--- src/ccw_pkg.sv ---
/*
  Constants shared by the charger control and watchdog register group:
  register offsets, field positions, reset values, frequency codes and
  watchdog periods. Assumes a 200 MHz core clock.
*/
package ccw_pkg;

  // ******************************************************************
  // register map (byte-wide registers, offsets on the serial bus)
  // ******************************************************************
  localparam logic [7:0] OFF_GEN_CTRL    = 8'h0B;
  localparam logic [7:0] OFF_CHG_CTRL    = 8'h0C;
  localparam logic [7:0] OFF_LIVE_STAT   = 8'h0D;
  localparam logic [7:0] GEN_CTRL_RST    = 8'h40;
  localparam logic [7:0] CHG_CTRL_RST    = 8'h00;
  localparam logic [7:0] UNMAPPED_RD_VAL = 8'h00;

  // ******************************************************************
  // field positions
  // ******************************************************************
  localparam int GC_SOFT_RST_BIT = 7;
  localparam int GC_FSW_LSB      = 4;
  localparam int GC_WD_FLAG_BIT  = 3;
  localparam int GC_WD_DIS_BIT   = 2;
  localparam int GC_WD_PER_LSB   = 0;
  localparam int CC_CHARGE_ENABLE_BIT   = 7;
  localparam int CC_ROLE_LSB     = 5;
  localparam int CC_FSHIFT_LSB   = 3;
  localparam int CC_TSBUS_BIT    = 2;
  localparam int CC_TSBAT_BIT    = 1;
  localparam int CC_TDIE_BIT     = 0;

  // ******************************************************************
  // frequency and role codes
  // ******************************************************************
  localparam logic [2:0] FSW_500K        = 3'h4;  // ceiling when paired
  localparam logic [1:0] ROLE_STANDALONE = 2'h0;
  localparam logic       ADC_DONE_RST    = 1'b1;
  localparam logic [3:0] BITS_PER_BYTE   = 4'h8;

  // ******************************************************************
  // watchdog periods and their cycle counts
  // ******************************************************************
  localparam longint CLK_FREQ_HZ = 200_000_000;
  localparam longint WD_T0_MS    = 500;
  localparam longint WD_T1_MS    = 1000;
  localparam longint WD_T2_MS    = 5000;
  localparam longint WD_T3_MS    = 30000;
  localparam int     WD_CNT_W    = 36;
  localparam logic [WD_CNT_W-1:0] WD_CYC_0 = WD_CNT_W'(WD_T0_MS * CLK_FREQ_HZ / 1000);
  localparam logic [WD_CNT_W-1:0] WD_CYC_1 = WD_CNT_W'(WD_T1_MS * CLK_FREQ_HZ / 1000);
  localparam logic [WD_CNT_W-1:0] WD_CYC_2 = WD_CNT_W'(WD_T2_MS * CLK_FREQ_HZ / 1000);
  localparam logic [WD_CNT_W-1:0] WD_CYC_3 = WD_CNT_W'(WD_T3_MS * CLK_FREQ_HZ / 1000);

endpackage

--- src/ccw_wdog_if.sv ---
/*
  Carrier between the register group and its watchdog timer.
  Assumes both ends run on the same clock.
*/
`timescale 1ns/1ps
interface ccw_wdog_if;
  logic       kick;        // restart pulse
  logic       enable;      // level, high while counting allowed
  logic [1:0] period_sel;  // period code
  logic       expired;     // one-cycle expiry pulse

  modport ctrl  (output kick, output enable, output period_sel, input expired);
  modport timer (input kick, input enable, input period_sel, output expired);
endinterface

--- src/ccw_regs.sv ---
/*
  Charger control and watchdog register group behind an I2C target port.
  Holds the serial target, the general and charge control registers,
  the live status view and the effective switching-frequency logic.
  Assumes SCL and SDA arrive asynchronously on pins with external
  pull-ups, and that ADC request, done and mode come from core logic.
*/
//
// Functional notes
// - soft reset bit restores defaults, reads zero
// - three-bit code selects switching frequency
// - master or slave caps frequency at 500 kHz
// - frequency code survives soft reset and watchdog
// - expiry sets flag and interrupt; read clears
// - disable bit stops the watchdog
// - two-bit code selects watchdog period
// - every completed transaction addressed to this target restarts the watchdog
// - role field reports strap: standalone, slave, master
// - shift field nudges or spreads the frequency
// - connector temperature protection disable bit
// - battery temperature protection disable bit
// - die temperature protection disable, soft-reset cleared
// - live alarm bits follow present conditions
// - status bits seven to one carry alarms, presence
// - conversion-done bit: one-shot request clears, completion sets; continuous low
//
`timescale 1ns/1ps
module ccw_regs
  import ccw_pkg::*;
#(
  parameter logic [6:0]          DEV_ADDR = 7'h6A,  // arbitrary target address
  parameter logic [WD_CNT_W-1:0] WD_CYC_0_P = WD_CYC_0,
  parameter logic [WD_CNT_W-1:0] WD_CYC_1_P = WD_CYC_1,
  parameter logic [WD_CNT_W-1:0] WD_CYC_2_P = WD_CYC_2,
  parameter logic [WD_CNT_W-1:0] WD_CYC_3_P = WD_CYC_3
) (
  input  wire logic       CLOCK_I,
  input  wire logic       RESETN_I,
  input  wire logic       SCL_I,
  input  wire logic       SDA_I,
  output logic            SDA_O,
  output logic            SDA_OEN_O,
  input  wire logic [1:0] ROLE_I,
  input  wire logic [6:0] ALARM_LIVE_I,
  input  wire logic       ADC_ONESHOT_REQ_I,
  input  wire logic       ADC_CONV_DONE_I,
  input  wire logic       ADC_CONTINUOUS_I,
  output logic            CHARGE_ENABLE_O,
  output logic [2:0]      FSW_CODE_O,
  output logic [1:0]      FREQ_SHIFT_O,
  output logic            CONN_TEMP_PROT_DIS_O,
  output logic            BATT_TEMP_PROT_DIS_O,
  output logic            DIE_TEMP_PROT_DIS_O,
  output logic            WATCHDOG_INT_O
);

  // ******************************************************************
  // types
  // ******************************************************************
  typedef enum logic [6:0] {
    ST_IDLE     = 7'b0000001,
    ST_ADDR     = 7'b0000010,
    ST_ADDR_ACK = 7'b0000100,
    ST_WR       = 7'b0001000,
    ST_WR_ACK   = 7'b0010000,
    ST_RD       = 7'b0100000,
    ST_RD_ACK   = 7'b1000000
  } ccw_i2c_st_t;

  typedef struct packed {
    ccw_i2c_st_t st;
    logic [3:0]  bitcnt;
    logic [7:0]  sh;
    logic [7:0]  ptr;
    logic        ptr_set;
    logic        rw;
    logic        addr_hit;
    logic        host_ack;
    logic        scl_q;
    logic        sda_q;
    logic        sda_oen;
    logic [2:0]  fsw_sel;
    logic [2:0]  fsw_eff;
    logic        watchdog_expired_flag;
    logic        watchdog_disable;
    logic [1:0]  wd_period;
    logic        charge_enable;
    logic [1:0]  freq_shift_select;
    logic        connector_temp_prot_disable;
    logic        battery_temp_prot_disable;
    logic        die_temp_prot_disable;
    logic        adc_done;
    logic        wd_int;
    logic        kick;
  } ccw_state_t;

  localparam ccw_state_t STATE_RST = '{
    st:                          ST_IDLE,
    bitcnt:                      4'h0,
    sh:                          8'h00,
    ptr:                         8'h00,
    ptr_set:                     1'b0,
    rw:                          1'b0,
    addr_hit:                    1'b0,
    host_ack:                    1'b0,
    scl_q:                       1'b0,
    sda_q:                       1'b0,
    sda_oen:                     1'b1,
    fsw_sel:                     GEN_CTRL_RST[GC_FSW_LSB +: 3],
    fsw_eff:                     GEN_CTRL_RST[GC_FSW_LSB +: 3],
    watchdog_expired_flag:       GEN_CTRL_RST[GC_WD_FLAG_BIT],
    watchdog_disable:            GEN_CTRL_RST[GC_WD_DIS_BIT],
    wd_period:                   GEN_CTRL_RST[GC_WD_PER_LSB +: 2],
    charge_enable:               CHG_CTRL_RST[CC_CHARGE_ENABLE_BIT],
    freq_shift_select:           CHG_CTRL_RST[CC_FSHIFT_LSB +: 2],
    connector_temp_prot_disable: CHG_CTRL_RST[CC_TSBUS_BIT],
    battery_temp_prot_disable:   CHG_CTRL_RST[CC_TSBAT_BIT],
    die_temp_prot_disable:       CHG_CTRL_RST[CC_TDIE_BIT],
    adc_done:                    ADC_DONE_RST,
    wd_int:                      1'b0,
    kick:                        1'b0
  };

  // ******************************************************************
  // signals
  // ******************************************************************
  ccw_state_t  s_r;
  ccw_state_t  s_nxt;
  logic [10:0] sync_q;
  logic        scl;
  logic        sda;
  logic [6:0]  alarm_live;
  logic [1:0]  operating_role;
  logic        scl_rise;
  logic        scl_fall;
  logic        bus_start;
  logic        bus_stop;
  logic        live_done;
  logic [7:0]  rd_val;
  logic        wr_en;
  logic        load_rd;

  ccw_wdog_if wdog ();

  // ******************************************************************
  // pin synchronisers and watchdog
  // ******************************************************************
  ccw_sync #(
    .WIDTH (11)
  ) u_sync (
    .clk_i  (CLOCK_I),
    .rstn_i (RESETN_I),
    .d_i    ({ROLE_I, ALARM_LIVE_I, SDA_I, SCL_I}),
    .q_o    (sync_q)
  );

  ccw_wdog #(
    .CYC_0 (WD_CYC_0_P),
    .CYC_1 (WD_CYC_1_P),
    .CYC_2 (WD_CYC_2_P),
    .CYC_3 (WD_CYC_3_P)
  ) u_wdog (
    .clk_i  (CLOCK_I),
    .rstn_i (RESETN_I),
    .wd     (wdog.timer)
  );

  // split the synchronised vector
  assign scl            = sync_q[0];
  assign sda            = sync_q[1];
  assign alarm_live     = sync_q[8:2];
  assign operating_role = sync_q[10:9];

  // watchdog control straight from registers
  assign wdog.kick       = s_r.kick;
  assign wdog.enable     = ~s_r.watchdog_disable;
  assign wdog.period_sel = s_r.wd_period;

  // bus conditions, judged on settled copies only
  assign scl_rise  = scl & ~s_r.scl_q;
  assign scl_fall  = ~scl & s_r.scl_q;
  assign bus_start = scl & s_r.scl_q & s_r.sda_q & ~sda;
  assign bus_stop  = scl & s_r.scl_q & ~s_r.sda_q & sda;

  // continuous mode forces the done bit low
  assign live_done = s_r.adc_done & ~ADC_CONTINUOUS_I;

  // ******************************************************************
  // read data mux
  // ******************************************************************
  always_comb begin
    rd_val = UNMAPPED_RD_VAL;
    unique case (s_r.ptr)
      OFF_GEN_CTRL: begin
        rd_val                         = 8'h00;  // soft reset bit reads zero
        rd_val[GC_FSW_LSB +: 3]        = s_r.fsw_sel;
        rd_val[GC_WD_FLAG_BIT]         = s_r.watchdog_expired_flag;
        rd_val[GC_WD_DIS_BIT]          = s_r.watchdog_disable;
        rd_val[GC_WD_PER_LSB +: 2]     = s_r.wd_period;
      end
      OFF_CHG_CTRL: begin
        rd_val[CC_CHARGE_ENABLE_BIT]          = s_r.charge_enable;
        rd_val[CC_ROLE_LSB +: 2]       = operating_role;
        rd_val[CC_FSHIFT_LSB +: 2]     = s_r.freq_shift_select;
        rd_val[CC_TSBUS_BIT]           = s_r.connector_temp_prot_disable;
        rd_val[CC_TSBAT_BIT]           = s_r.battery_temp_prot_disable;
        rd_val[CC_TDIE_BIT]            = s_r.die_temp_prot_disable;
      end
      OFF_LIVE_STAT: begin
        rd_val = {alarm_live, live_done};  // alarms unlatched, present state; done bit held until a request
      end
      default: rd_val = UNMAPPED_RD_VAL;
    endcase
  end

  // ******************************************************************
  // serial target, register updates, watchdog effects
  // ******************************************************************
  always_comb begin
    s_nxt       = s_r;
    s_nxt.scl_q = scl;
    s_nxt.sda_q = sda;
    s_nxt.kick  = 1'b0;
    s_nxt.wd_int = 1'b0;
    wr_en       = 1'b0;
    load_rd     = 1'b0;

    // start and stop override any bit in flight
    if (bus_start) begin
      s_nxt.st       = ST_ADDR;
      s_nxt.bitcnt   = 4'h0;
      s_nxt.sda_oen  = 1'b1;
      s_nxt.addr_hit = 1'b0;
      s_nxt.ptr_set  = 1'b0;
    end else if (bus_stop) begin
      s_nxt.kick     = s_r.addr_hit;  // completed transaction
      s_nxt.st       = ST_IDLE;
      s_nxt.sda_oen  = 1'b1;
      s_nxt.addr_hit = 1'b0;
    end else begin
      unique case (s_r.st)
        ST_IDLE: begin
          s_nxt.sda_oen = 1'b1;
        end
        ST_ADDR, ST_WR: begin
          if (scl_rise) begin
            s_nxt.sh     = {s_r.sh[6:0], sda};
            s_nxt.bitcnt = s_r.bitcnt + 4'h1;
          end else if (scl_fall && s_r.bitcnt == BITS_PER_BYTE) begin
            s_nxt.bitcnt = 4'h0;
            if (s_r.st == ST_ADDR) begin
              // silently drop frames aimed at other targets
              if (s_r.sh[7:1] == DEV_ADDR) begin
                s_nxt.addr_hit = 1'b1;
                s_nxt.rw       = s_r.sh[0];
                s_nxt.st       = ST_ADDR_ACK;
                s_nxt.sda_oen  = 1'b0;
              end else begin
                s_nxt.st = ST_IDLE;
              end
            end else begin
              s_nxt.st      = ST_WR_ACK;
              s_nxt.sda_oen = 1'b0;
              if (!s_r.ptr_set) begin
                s_nxt.ptr     = s_r.sh;
                s_nxt.ptr_set = 1'b1;
              end else begin
                wr_en     = 1'b1;
                s_nxt.ptr = s_r.ptr + 8'h01;
              end
            end
          end
        end
        ST_ADDR_ACK, ST_WR_ACK: begin
          if (scl_fall) begin
            if (s_r.st == ST_ADDR_ACK && s_r.rw) begin
              load_rd = 1'b1;
            end else begin
              s_nxt.sda_oen = 1'b1;
              s_nxt.st      = ST_WR;
            end
          end
        end
        ST_RD: begin
          if (scl_fall) begin
            if (s_r.bitcnt == BITS_PER_BYTE) begin
              s_nxt.sda_oen = 1'b1;
              s_nxt.st      = ST_RD_ACK;
            end else begin
              s_nxt.sda_oen = s_r.sh[7];
              s_nxt.sh      = {s_r.sh[6:0], 1'b0};
              s_nxt.bitcnt  = s_r.bitcnt + 4'h1;
            end
          end
        end
        ST_RD_ACK: begin
          if (scl_rise) begin
            s_nxt.host_ack = ~sda;
          end else if (scl_fall) begin
            if (s_r.host_ack) begin
              load_rd = 1'b1;
            end else begin
              s_nxt.st = ST_IDLE;  // host nack, wait for stop
            end
          end
        end
        default: begin
          s_nxt.st      = ST_IDLE;
          s_nxt.sda_oen = 1'b1;
        end
      endcase
    end

    // fetch a byte for the host, reads auto-increment the pointer
    if (load_rd) begin
      s_nxt.sh      = {rd_val[6:0], 1'b0};
      s_nxt.sda_oen = rd_val[7];
      s_nxt.ptr     = s_r.ptr + 8'h01;
      s_nxt.bitcnt  = 4'h1;
      s_nxt.st      = ST_RD;
      if (s_r.ptr == OFF_GEN_CTRL) begin
        s_nxt.watchdog_expired_flag = 1'b0;  // cleared by the read
      end
    end

    // register writes
    if (wr_en) begin
      unique case (s_r.ptr)
        OFF_GEN_CTRL: begin
          s_nxt.fsw_sel          = s_r.sh[GC_FSW_LSB +: 3];
          s_nxt.watchdog_disable = s_r.sh[GC_WD_DIS_BIT];
          s_nxt.wd_period        = s_r.sh[GC_WD_PER_LSB +: 2];
          if (s_r.sh[GC_SOFT_RST_BIT]) begin
            // everything but the frequency code goes back to default
            s_nxt.watchdog_expired_flag       = GEN_CTRL_RST[GC_WD_FLAG_BIT];
            s_nxt.watchdog_disable            = GEN_CTRL_RST[GC_WD_DIS_BIT];
            s_nxt.wd_period                   = GEN_CTRL_RST[GC_WD_PER_LSB +: 2];
            s_nxt.charge_enable               = CHG_CTRL_RST[CC_CHARGE_ENABLE_BIT];
            s_nxt.freq_shift_select           = CHG_CTRL_RST[CC_FSHIFT_LSB +: 2];
            s_nxt.connector_temp_prot_disable = CHG_CTRL_RST[CC_TSBUS_BIT];
            s_nxt.battery_temp_prot_disable   = CHG_CTRL_RST[CC_TSBAT_BIT];
            s_nxt.die_temp_prot_disable       = CHG_CTRL_RST[CC_TDIE_BIT];
            s_nxt.kick                        = 1'b1;
          end
        end
        OFF_CHG_CTRL: begin
          s_nxt.charge_enable               = s_r.sh[CC_CHARGE_ENABLE_BIT];
          s_nxt.freq_shift_select           = s_r.sh[CC_FSHIFT_LSB +: 2];
          s_nxt.connector_temp_prot_disable = s_r.sh[CC_TSBUS_BIT];
          s_nxt.battery_temp_prot_disable   = s_r.sh[CC_TSBAT_BIT];
          s_nxt.die_temp_prot_disable       = s_r.sh[CC_TDIE_BIT];
        end
        default: begin
          s_nxt.ptr = s_r.ptr + 8'h01;  // role, status and holes ignore writes
        end
      endcase
    end

    // conversion tracking; a new request beats a stale completion
    if (ADC_ONESHOT_REQ_I) begin
      s_nxt.adc_done = 1'b0;
    end else if (ADC_CONV_DONE_I) begin
      s_nxt.adc_done = 1'b1;
    end

    // expiry last, so it beats a same-cycle read clear or soft reset
    if (wdog.expired) begin
      s_nxt.watchdog_expired_flag = 1'b1;
      s_nxt.wd_int                = 1'b1;
      s_nxt.charge_enable         = 1'b0;
    end

    // paired devices must not exceed the 500 kHz code
    if (operating_role != ROLE_STANDALONE && s_nxt.fsw_sel > FSW_500K) begin
      s_nxt.fsw_eff = FSW_500K;
    end else begin
      s_nxt.fsw_eff = s_nxt.fsw_sel;
    end
  end

  always_ff @(posedge CLOCK_I or negedge RESETN_I) begin
    if (!RESETN_I) begin
      s_r <= STATE_RST;
    end else begin
      s_r <= s_nxt;
    end
  end

  // ******************************************************************
  // outputs, all from flops except the tied-low SDA_O
  // ******************************************************************
  assign SDA_O                = 1'b0;  // open drain, only ever pulls low
  assign SDA_OEN_O            = s_r.sda_oen;
  assign CHARGE_ENABLE_O      = s_r.charge_enable;
  assign FSW_CODE_O           = s_r.fsw_eff;
  assign FREQ_SHIFT_O         = s_r.freq_shift_select;
  assign CONN_TEMP_PROT_DIS_O = s_r.connector_temp_prot_disable;
  assign BATT_TEMP_PROT_DIS_O = s_r.battery_temp_prot_disable;
  assign DIE_TEMP_PROT_DIS_O  = s_r.die_temp_prot_disable;
  assign WATCHDOG_INT_O       = s_r.wd_int;
endmodule

--- src/ccw_sync.sv ---
/*
  Two-flop synchroniser for a vector of asynchronous inputs.
  Assumes each bit is an independent level; no bus coherency is given.
*/
`timescale 1ns/1ps
module ccw_sync #(
  parameter int WIDTH = 1
) (
  input  wire logic             clk_i,
  input  wire logic             rstn_i,
  input  wire logic [WIDTH-1:0] d_i,
  output logic      [WIDTH-1:0] q_o
);
  typedef struct packed {
    logic [WIDTH-1:0] meta;
    logic [WIDTH-1:0] stable;
  } ccw_sync_st_t;

  ccw_sync_st_t s_r;
  ccw_sync_st_t s_nxt;

  // first stage feeds only the second stage
  always_comb begin
    s_nxt.meta   = d_i;
    s_nxt.stable = s_r.meta;
  end

  always_ff @(posedge clk_i or negedge rstn_i) begin
    if (!rstn_i) begin
      s_r <= '0;
    end else begin
      s_r <= s_nxt;
    end
  end

  assign q_o = s_r.stable;
endmodule

--- src/ccw_wdog.sv ---
/*
  Host-communication watchdog counter.
  Assumes the kick and enable come from same-clock register logic.
*/
`timescale 1ns/1ps
module ccw_wdog
  import ccw_pkg::*;
#(
  parameter logic [WD_CNT_W-1:0] CYC_0 = WD_CYC_0,
  parameter logic [WD_CNT_W-1:0] CYC_1 = WD_CYC_1,
  parameter logic [WD_CNT_W-1:0] CYC_2 = WD_CYC_2,
  parameter logic [WD_CNT_W-1:0] CYC_3 = WD_CYC_3
) (
  input  wire logic  clk_i,
  input  wire logic  rstn_i,
  ccw_wdog_if.timer  wd
);
  typedef struct packed {
    logic [WD_CNT_W-1:0] cnt;
    logic                expired;
  } ccw_wdog_st_t;

  ccw_wdog_st_t        s_r;
  ccw_wdog_st_t        s_nxt;
  logic [WD_CNT_W-1:0] limit;

  // period lookup
  always_comb begin
    unique case (wd.period_sel)
      2'h0: limit = CYC_0;
      2'h1: limit = CYC_1;
      2'h2: limit = CYC_2;
      2'h3: limit = CYC_3;
    endcase
  end

  // >= rather than == so a shortened period never lets the count wrap
  always_comb begin
    s_nxt         = s_r;
    s_nxt.expired = 1'b0;
    if (!wd.enable || wd.kick) begin
      s_nxt.cnt = '0;
    end else if (s_r.cnt >= limit - WD_CNT_W'(1)) begin
      s_nxt.cnt     = '0;
      s_nxt.expired = 1'b1;
    end else begin
      s_nxt.cnt = s_r.cnt + WD_CNT_W'(1);
    end
  end

  always_ff @(posedge clk_i or negedge rstn_i) begin
    if (!rstn_i) begin
      s_r <= '0;
    end else begin
      s_r <= s_nxt;
    end
  end

  assign wd.expired = s_r.expired;
endmodule

--- config.mk ---
export PLATFORM = sky130hd
export DESIGN_NAME = ccw_regs
export DESIGN_NICKNAME = d
export VERILOG_FILES = /design/src/ccw_pkg.sv /design/src/ccw_wdog_if.sv /design/src/ccw_regs.sv /design/src/ccw_sync.sv /design/src/ccw_wdog.sv
export SDC_FILE = /design/constraint.sdc
export NUM_CORES = 1
export LEC_CHECK = 0
export ABC_CLOCK_PERIOD_IN_PS = 2960
export BUFFER_PORTS_ARGS = -buffer_cell sky130_fd_sc_hd__buf_4
export CAP_MARGIN = 20
export CORE_MARGIN = 5
export CORE_UTILIZATION = 50
export CTS_CLUSTER_DIAMETER = 40
export DETAILED_ROUTE_END_ITERATION = 8
export PLACE_DENSITY = 0.75
export SLEW_MARGIN = 0
export SYNTH_ARGS = -nofsm -noshare
export SYNTH_HDL_FRONTEND = slang
export SYNTH_SLANG_ARGS = --single-unit
--- constraint.sdc ---
create_clock -name CLOCK_I -period 2.96 [get_ports CLOCK_I]
set_input_delay 0.592 -clock CLOCK_I [delete_from_list [all_inputs] [get_ports CLOCK_I]]
set_output_delay 0.592 -clock CLOCK_I [all_outputs]
set_load 0.01 [all_outputs]
==> impl_metrics.json, run 1 <==
{
  "required_ns": 3.21,
  "seq_power_share_pct": 50.6,
  "path_clk_slew_ns": 0.08,
  "ys_types": 66,
  "dp.cells": 760,
  "post_cts_buffers": 0,
  "grt_setup_unrepaired": "no",
  "cpPeakStageDelay_ns": 0.43,
  "insertion_delay_ns": 0.36,
  "yosysWarningCount": 0,
  "clock_path_buffers": 2,
  "globalplace.congestion": 0.9280,
  "ys_async_sr_fraction_pct": 100.0,
  "p_int_w": 0.002409,
  "route.detailed.drc": 0,
  "worst_slew_pin_slew_ns": 0.7476,
  "vdd_drop_max_v": 0.0004622,
  "htree_levels": 3,
  "postCtsHoldBufs": 0,
  "ys_top_cells_by_count": "dfrtp_1, nand2_1, nor4_1",
  "worst-path-max-fanout": 23,
  "cts_buffers": 9,
  "setup_viol": 0,
  "clock_skew_ns": 0.008771,
  "yosys_register_bits": 112,
  "antenna_cells": 0,
  "final_nets": 672,
  "seq_area_frac_synth_pct": 46.85,
  "path_class": "reg -> reg",
  "crit_slowest_cell": "dfrtp_1",
  "fin_tns_setup_ns": 0,
  "grt_max_degree": 50,
  "io_pins": 28,
  "wl_per_cell_um": 17.26,
  "cellLeakagePower_nw": 2.962,
  "p_per_area_mw_per_mm2": 486.8,
  "netSwitchingFraction_pct": 26.30,
  "area_growth_pct": 12.00,
  "gr-total-overflow": 0,
  "synth.area.top_cells": "dfrtp_1, ha_1, nor4_1, nand2_1, xor2_1",
  "syn-instance-count": 601,
  "clockPowerShare_pct": 40.5,
  "setup_slack_ns": 0.2431,
  "status": "finished clean",
  "clock-sinks": 112,
  "hpwlAfterDp_mm": 9.581,
  "crit_chain": "inv_1 > ha_1 > inv_1 > ha_1 > a21oi_1 > o21ai_0 > a21oi_1 > a2111oi_1 > o31a_1 > buf_6 > nor4_1",
  "synth.most_common_cell": "dfrtp_1",
  "cts_tree": "yes",
  "relSlewSlack_pct": 49.98,
  "drtIter0Drc": 514,
  "antenna_found_initial": 0,
  "post-route-min-period_ns": 2.717,
  "grt_usage_pct": 19.75,
  "synth_enable_flop_cells": 0,
  "die_area_mm2": 0.01428,
  "io_buffers": 26,
  "postRouteAntennaNets": 0,
  "yosysTopAreaCell": "dfrtp_1",
  "finalPower_w": 0.003269,
  "die_y_um": 119.5,
  "finalHoldViolCount": 0,
  "fillers": 1019,
  "comb_power_share_pct": 8.9,
  "dr.pass1.iters": 5,
  "drive_gt1_share_pct": 12.24,
  "min_path_type": "in -> async",
  "start_kind": "flop",
  "syn-cell-area_mm2": 0.005996,
  "fmax_mhz": 368.1,
  "viasPerCell": 6.072,
  "stdcell_count": 776,
  "rows": 40,
  "start_util_pct": 50.55,
  "cts-root-buf": "clkbuf_16",
  "first_global_vias": 4650,
  "pre_cts_ws_ns": 0.2268,
  "syn_avg_cell_area_um2": 9.976,
  "maxSlewViolCount": 0,
  "yosys.area.top_type_share_pct": 44.66,
  "synthFlopType": "dfrtp_1",
  "fin_crit_sh_pct": 91.79,
  "core_area_mm2": 0.01186,
  "p_sw_w": 0.0008598,
  "fp.dieW_um": 119.5,
  "critPathArrivalTime_ns": 2.96,
  "vias": 4712,
  "drt-total-wl_mm": 13.39,
  "drv_cap": 0,
  "grt_pass1_wl_mm": 23.12,
  "cp-end-kind": "flop"
}
==> what timing repair did <==
| item | 4_1_cts | 5_1_grt |
|---|---|---|
| hold endpoints to repair | 0 | 0 |
| gates resized for setup | 0 | 5 |
| endpoints found under the setup margin | 0 | 24 |
==> flip-flops by register name (all words and copies together), names as in the netlist <==
signal / cells
s_r: 39
u_wdog.s_r: 36
u_sync.q_o: 11
u_sync.s_nxt: 11
FSW_CODE_O: 3
FREQ_SHIFT_O: 2
wdog.period_sel: 2
BATT_TEMP_PROT_DIS_O: 1
CHARGE_ENABLE_O: 1
CONN_TEMP_PROT_DIS_O: 1
DIE_TEMP_PROT_DIS_O: 1
SDA_OEN_O: 1
WATCHDOG_INT_O: 1
u_wdog.wd.expired: 1
wdog.kick: 1
==> cells by family (layout without fill, tap and decap cells) <==
logic type,Yosys count,count (layout),share of synthesized area (%)
buffers and inverters,56,81,4.299
other,1,4,0.06254
AND/OR/NAND/NOR,233,233,20.99
flip-flops,112,112,46.85
multiplexers,14,14,2.567
adder cells (fa/ha/maj),32,32,6.678
AO/OA/AOI/OAI,118,118,13.44
XOR/XNOR,35,35,5.113
==> layer usage <==
layer	vias up	track usage [%]	wire, um
li1	2234	-	-
met1	2307	26.47	5950
met2	149	31.78	6561
met3	22	4.807	667
met4	0	6.299	211
met5	-	0	0
==> per-stage QoR <==
stage / hold slack [ns] / utilization, % / instance area, um2
2_1_floorplan: 0.2964 / - / 6007
3_3_place_gp: 0.3321 / 53.54 / 6351
3_5_place_dp: 0.3347 / 53.54 / 6351
4_1_cts: 0.2006 / 56.41 / 6691
5_1_grt: 0.2204 / 56.61 / 6715
6_report: 0.1967 / 56.61 / 6715
==> worst max-delay path, delay by kind of cell (launching register included) <==
| kind | cells | cell delay (ns) |
|---|---|---|
| AO/OA/AOI/OAI | 5 | 0.75 |
| adder cells (fa/ha/maj) | 2 | 0.67 |
| AND/OR/NAND/NOR | 1 | 0.32 |
| flip-flops | 1 | 0.43 |
| buffers and inverters | 3 | 0.42 |
==> placed cells by master, fill, tap and decap left out, types with 4 or more instances in the layout <==
cell type | Yosys | final
nor2_1 | 32 | 32
nand4b_1 | 5 | 5
clkinv_8 | 0 | 4
a22o_1 | 8 | 8
ha_1 | 32 | 32
nand4_1 | 16 | 16
a211oi_1 | 4 | 4
xor2_1 | 24 | 24
a31oi_1 | 5 | 5
nand2_1 | 56 | 56
dfstp_2 | 5 | 5
o22ai_1 | 5 | 5
dfrtp_1 | 107 | 107
mux2_1 | 10 | 10
nor4_2 | 2 | 5
nor2b_1 | 4 | 4
inv_1 | 22 | 22
a22oi_1 | 8 | 8
clkbuf_16 | 0 | 9
and3_1 | 15 | 15
conb_1 | 1 | 4
o22a_1 | 5 | 5
o21ai_1 | 6 | 6
nand3_1 | 32 | 32
xnor2_1 | 11 | 11
a21oi_1 | 21 | 21
buf_4 | 7 | 41
nor3_1 | 8 | 8
a21o_1 | 6 | 6
o21ai_0 | 23 | 23
nor4_1 | 34 | 31
nand2b_1 | 8 | 8
==> area by class of cell <==
class,count,area (um2),share of cell area [%]
Multi-Input combinational cell,436,2960,44.08
Sequential cell,112,2809,41.83
Timing Repair Buffer,43,339.1,5.049
Clock buffer,9,225.2,3.354
Tap cell,147,183.9,2.739
Clock inverter,7,115.1,1.714
Inverter,22,82.58,1.230
==> power groups by stage <==
stage	Sequential (W)	Combinational [W]	Clock, W
floorplan	0.00166	0.000198	0
global placement	0.00168	0.000286	0
detailed placement	0.00168	0.000291	0
CTS	0.00165	0.000293	0.00135
global route	0.00166	0.000327	0.00141
finish	0.00165	0.000292	0.00132
==> worst paths after layout <==
path,from,endpoint,slack [ns],cells past startpoint
worst max-delay path,wdog.period_sel[1],u_wdog.s_r[12],0.24,11
worst min-delay path,RESETN_I,u_wdog.s_r[16],0.20,1
worst max register to register,wdog.period_sel[1],u_wdog.s_r[12],0.24,11
worst min register to register,u_sync.s_nxt[5],u_sync.q_o[5],0.35,0
max in group asynchronous,RESETN_I,s_r[2],1.99,2
min in group CLOCK_I,SDA_I,u_sync.s_nxt[1],0.34,1
Power figures use the tool's default switching activity.
==> run 2: changes to the inputs <==
--- a/config.mk
+++ b/config.mk
@@ -9,10 +9,10 @@
 export BUFFER_PORTS_ARGS = -buffer_cell sky130_fd_sc_hd__buf_4
 export CAP_MARGIN = 20
 export CORE_MARGIN = 5
-export CORE_UTILIZATION = 50
+export CORE_UTILIZATION = 55
 export CTS_CLUSTER_DIAMETER = 40
 export DETAILED_ROUTE_END_ITERATION = 8
-export PLACE_DENSITY = 0.75
+export PLACE_DENSITY = 0.81
 export SLEW_MARGIN = 0
 export SYNTH_ARGS = -nofsm -noshare
 export SYNTH_HDL_FRONTEND = slang
==> run 2 against run 1 <==
- first-iteration DRC count fell by 7.8%
- non-clock buffer count rose by 1
- utilization rose by 4.8 points
- global-route usage rose by 1.9 points
- via count rose by 1.1%
- register-to-register slack barely moved
- largest power group unchanged
- die area fell by 8.3%
- flip-flop and latch count did not move
- worst hold slack got worse by 0.059 ns
- clock skew rose by 0.0065 ns
==> impl_metrics.json, run 2 (synthesis gave the netlist of run 1 again) <==
{
  "status": "finished clean",
  "htree_levels": 3,
  "die_area_mm2": 0.01309,
  "vias": 4765,
  "grt_pass1_wl_mm": 22.91,
  "cts-root-buf": "clkbuf_8",
  "io_pins": 28,
  "first_global_vias": 4801,
  "insertion_delay_ns": 0.40,
  "layout.cells.most_common": "dfrtp_1",
  "clock_path_buffers": 2,
  "grt_setup_unrepaired": "no",
  "postRouteAntennaNets": 0,
  "p_per_area_mw_per_mm2": 438.6,
  "layout_common_cells": "dfrtp_1, nand2_1, buf_4",
  "post-route-min-period_ns": 2.719,
  "min_path_type": "in -> async",
  "area_growth_pct": 10.04,
  "critPathTopFamily": "compound AO/OA/AOI/OAI gates",
  "post_cts_buffers": 0,
  "drv_cap": 0,
  "wl_per_cell_um": 17.33,
  "clock_skew_ns": 0.01523,
  "maxSlewViolCount": 0,
  "grt_max_degree": 39,
  "finalHoldViolCount": 0,
  "viasPerCell": 6.188,
  "ctsResizeCount": 0,
  "final_nets": 673,
  "cts_buffers": 9,
  "path_clk_slew_ns": 0.11,
  "postCtsHoldBufs": 0,
  "rows": 38,
  "cpPeakStageDelay_ns": 0.42,
  "largest-register": "s_r",
  "die_y_um": 114.4,
  "stdcell_count": 770,
  "fmax_mhz": 367.8,
  "cp_num_buf_inv": 3,
  "dp.cells": 754,
  "fillers": 901,
  "vdd_drop_max_v": 0.0004216,
  "worst_slew_pin_slew_ns": 0.7286,
  "io_buffers": 26,
  "fin_crit_sh_pct": 91.86,
  "reg_top3": "s_r (39), u_wdog.s_r (36)",
  "fin_tns_setup_ns": 0,
  "hpwlAfterDp_mm": 9.856,
  "critPathArrivalTime_ns": 3.00,
  "drt-total-wl_mm": 13.35,
  "fp.dieW_um": 114.4,
  "clock-sinks": 112,
  "antenna_found_initial": 0,
  "dr.pass1.iters": 5,
  "start_util_pct": 55.80,
  "path_class": "reg -> reg",
  "required_ns": 3.24,
  "relSlewSlack_pct": 51.25,
  "drive_gt1_share_pct": 12.54,
  "gr-total-overflow": 0,
  "drtIter0Drc": 474,
  "antenna_cells": 0,
  "start_kind": "flop",
  "cts_tree": "yes",
  "cellLeakagePower_nw": 2.910,
  "largest_register_ff_count": 39,
  "globalplace.congestion": 0.9194,
  "cp-end-kind": "flop",
  "route.detailed.drc": 0,
  "setup_viol": 0,
  "crit_chain": "inv_1 > ha_1 > inv_1 > ha_1 > a21oi_1 > o21ai_0 > a21oi_1 > a2111oi_0 > o31a_1 > buf_12 > nor4_2",
  "grt_usage_pct": 21.61,
  "crit_slowest_cell": "dfrtp_2",
  "core_area_mm2": 0.01075,
  "worst-path-max-fanout": 27
}
run 2: changes by cell type in the layout (fill, tap and decap cells not counted), moves of 2 or more:
cell       delta
clkbuf_16     -9
clkbuf_8      +9
dfrtp_1       -2
dfrtp_2       +2
run 2: per-stage QoR:
stage	setup WS, ns	hold WS, ns	util, %	area [um2]	power, W
after floorplan	0.2668	0.2964	-	6007	0.001858
after global placement	0.3663	0.3320	59.21	6362	0.001965
after detailed placement	0.1931	0.3397	59.21	6362	0.001978
after CTS	0.1650	0.1353	61.26	6583	0.002927
after global routing	0.01694	0.1550	61.40	6598	0.003034
final	0.2410	0.1379	61.40	6598	0.002894
run 2: path summary, 6_finish.rpt:
kind / from / to / cells past startpoint / slack, ns
setup / recovery: wdog.period_sel[1] / u_wdog.s_r[22] / 11 / 0.24
max in group asynchronous: RESETN_I / s_r[2] / 2 / 2.12
min in group CLOCK_I: ALARM_LIVE_I[4] / u_sync.s_nxt[6] / 1 / 0.29
setup reg to reg: wdog.period_sel[1] / u_wdog.s_r[22] / 11 / 0.24
hold reg to reg: u_sync.s_nxt[9] / u_sync.q_o[9] / 0 / 0.36
hold / removal: RESETN_I / u_wdog.s_r[8] / 1 / 0.14
run 2: cell type report:
class / instances / area (um2) / share of cell area, %
clock inverters: 7 / 96.34 / 1.460
repair buffers: 44 / 355.3 / 5.386
multi-input cells: 436 / 2953 / 44.76
clock buffers: 9 / 123.9 / 1.877
inverters: 22 / 82.58 / 1.252
flip-flops and latches: 112 / 2811 / 42.61
well taps: 140 / 175.2 / 2.655
run 2: power breakdown:
group	switching [W]	internal, W	total [W]	leakage, nW
Combinational	0.000170	0.000128	0.000298	1.33
Sequential	0.0000669	0.00159	0.00166	1.47
Clock	0.000593	0.000347	0.000940	0.108
Total	0.000829	0.00206	0.00289	2.91
run 2: layer usage:
metal	vias to the layer above	GRT usage (%)	share of wire (%)
li1	2238	-	-
met1	2339	28.65	44
met2	151	34.96	49
met3	37	4.281	4.9
met4	0	8.472	2.5
met5	-	0	0
==> run 3: changes to the inputs <==
--- a/config.mk
+++ b/config.mk
@@ -8,11 +8,12 @@
 export ABC_CLOCK_PERIOD_IN_PS = 2960
 export BUFFER_PORTS_ARGS = -buffer_cell sky130_fd_sc_hd__buf_4
 export CAP_MARGIN = 20
-export CORE_MARGIN = 5
 export CORE_UTILIZATION = 55
 export CTS_CLUSTER_DIAMETER = 40
 export DETAILED_ROUTE_END_ITERATION = 8
 export PLACE_DENSITY = 0.81
+export RECOVER_POWER = 50
+export REMOVE_ABC_BUFFERS = 1
 export SLEW_MARGIN = 0
 export SYNTH_ARGS = -nofsm -noshare
 export SYNTH_HDL_FRONTEND = slang
==> run 3 against run 2 <==
- first-iteration DRC count down 16%
- worst setup slack got worse by 0.057 ns
- die area down 13%
- critical path depth decreased by 6
- sequential share of layout area rose by 0.26 points
- critical path type unchanged
- critical endpoint is now s_r[17]
- largest power group unchanged
==> impl_metrics.json, run 3 (synthesis gave the netlist of run 1 again) <==
{
  "maxSlewViolCount": 0,
  "first_global_vias": 4607,
  "layout.cells.most_common": "dfrtp_1",
  "p_per_area_mw_per_mm2": 458.1,
  "cts-root-buf": "clkbuf_8",
  "io_pins": 28,
  "hpwlAfterDp_mm": 9.380,
  "worst-path-max-fanout": 15,
  "viasPerCell": 6.257,
  "fin_tns_setup_ns": 0,
  "hp-start": "ADC_ONESHOT_REQ_I",
  "gr-total-overflow": 0,
  "fmax_mhz": 360.3,
  "dr.pass1.iters": 5,
  "drive_gt1_share_pct": 11.64,
  "route.detailed.drc": 0,
  "setup_viol": 0,
  "wl_per_cell_um": 17.66,
  "die_area_mm2": 0.01132,
  "io_buffers": 26,
  "cpPeakStageDelay_ns": 0.54,
  "largest_register_ff_count": 39,
  "cellLeakagePower_nw": 2.895,
  "crit_start": "s_r[26]",
  "finalHoldViolCount": 0,
  "crit_chain": "ha_1 > nor2b_1 > nand3_1 > nand2b_1 > mux2_1",
  "ff_latch_area_mm2": 0.002811,
  "layout_common_cells": "dfrtp_1, nand2_1, nor4_1",
  "clock_skew_ns": 0.008961,
  "insertion_delay_ns": 0.38,
  "vias": 4774,
  "worst_slew_pin_slew_ns": 1.480,
  "start_util_pct": 57.31,
  "path_clk_slew_ns": 0.11,
  "post-route-min-period_ns": 2.776,
  "grt_usage_pct": 25.31,
  "largest-register": "s_r",
  "required_ns": 3.23,
  "grt_setup_unrepaired": "no",
  "start_kind": "flop",
  "drt-total-wl_mm": 13.48,
  "clock_path_buffers": 2,
  "crit_slowest_cell": "nor2b_1",
  "die_y_um": 106.4,
  "fp.dieW_um": 106.4,
  "cts_buffers": 9,
  "drtIter0Drc": 400,
  "path_class": "reg -> reg",
  "status": "finished clean",
  "r2r_start": "s_r[26]",
  "final_nets": 670,
  "critPathTopFamily": "simple AND/OR/NAND/NOR gates",
  "core_area_mm2": 0.01046,
  "grt_max_degree": 55,
  "htree_levels": 3,
  "area_growth_pct": 9.370,
  "fillers": 822,
  "cp-end-kind": "flop",
  "multi_input_area_mm2": 0.002940,
  "critPathArrivalTime_ns": 3.05,
  "vdd_drop_max_v": 0.0003711,
  "relSlewSlack_pct": 1.342,
  "min_path_type": "in -> reg",
  "postCtsHoldBufs": 0,
  "cp_num_buf_inv": 0,
  "grt_pass1_wl_mm": 22.73,
  "reg_top3": "s_r (39), u_wdog.s_r (36)",
  "final_util_pct": 62.68,
  "dp.cells": 747,
  "fin_crit_sh_pct": 93.78,
  "clock-sinks": 112,
  "postRouteAntennaNets": 0,
  "globalplace.congestion": 0.9116,
  "rows": 37,
  "drv_cap": 0,
  "antenna_found_initial": 0,
  "antenna_cells": 0,
  "cts_tree": "yes",
  "stdcell_count": 763
}
[run 3: metrics by stage]
step | instance area, um2 | power [W] | setup WS (ns) | hold WS [ns]
3_5_place_dp | 6322 | 0.001973 | 0.1664 | 0.3347
6_report | 6558 | 0.003004 | 0.1842 | 0.3168
5_1_grt | 6558 | 0.003100 | 0.006053 | 0.3164
3_3_place_gp | 6322 | 0.001960 | 0.3294 | 0.3325
2_1_floorplan | 5832 | 0.001852 | 0.1045 | 0.2964
4_1_cts | 6561 | 0.003007 | 0.1674 | 0.1206
[run 3: layer usage]
layer | track usage, % | share of wire (%) | vias up
li1 | - | - | 2237
met1 | 36.07 | 46 | 2329
met2 | 38.08 | 46 | 181
met3 | 4.108 | 5.2 | 27
met4 | 11.55 | 2.5 | 0
met5 | 0 | 0 | -
[run 3: layout make-up]
class                      count  share of cell area [%]
timing repair buffer          41                   4.789
clock inverter                 5                   1.336
inverter                      22                   1.259
tap                          136                   2.595
multi-input combinational    436                   44.84
clock buffer                  11                   2.309
sequential                   112                   42.87
[run 3: report_power, final]
group	internal, W	switching [W]	leakage (nW)	total (W)
registers	0.00159	0.0000689	1.47	0.00166
logic	0.000122	0.000165	1.31	0.000287
clock network	0.000531	0.000528	0.118	0.00106
[run 3: worst paths after layout]
kind,to,slack [ns],depth (start not counted)
setup / recovery,s_r[17],0.18,5
hold / removal,s_r[2],0.32,2
setup reg to reg,s_r[17],0.18,5
hold reg to reg,u_sync.q_o[8],0.36,0
max in group asynchronous,s_r[39],0.90,2
min in group asynchronous,u_wdog.s_r[20],0.55,1
[run 3: timing repair]
action / in CTS / in global routing
setup buffers: 0 / 0
setup endpoints to repair: 0 / 25
resized for setup: 0 / 2
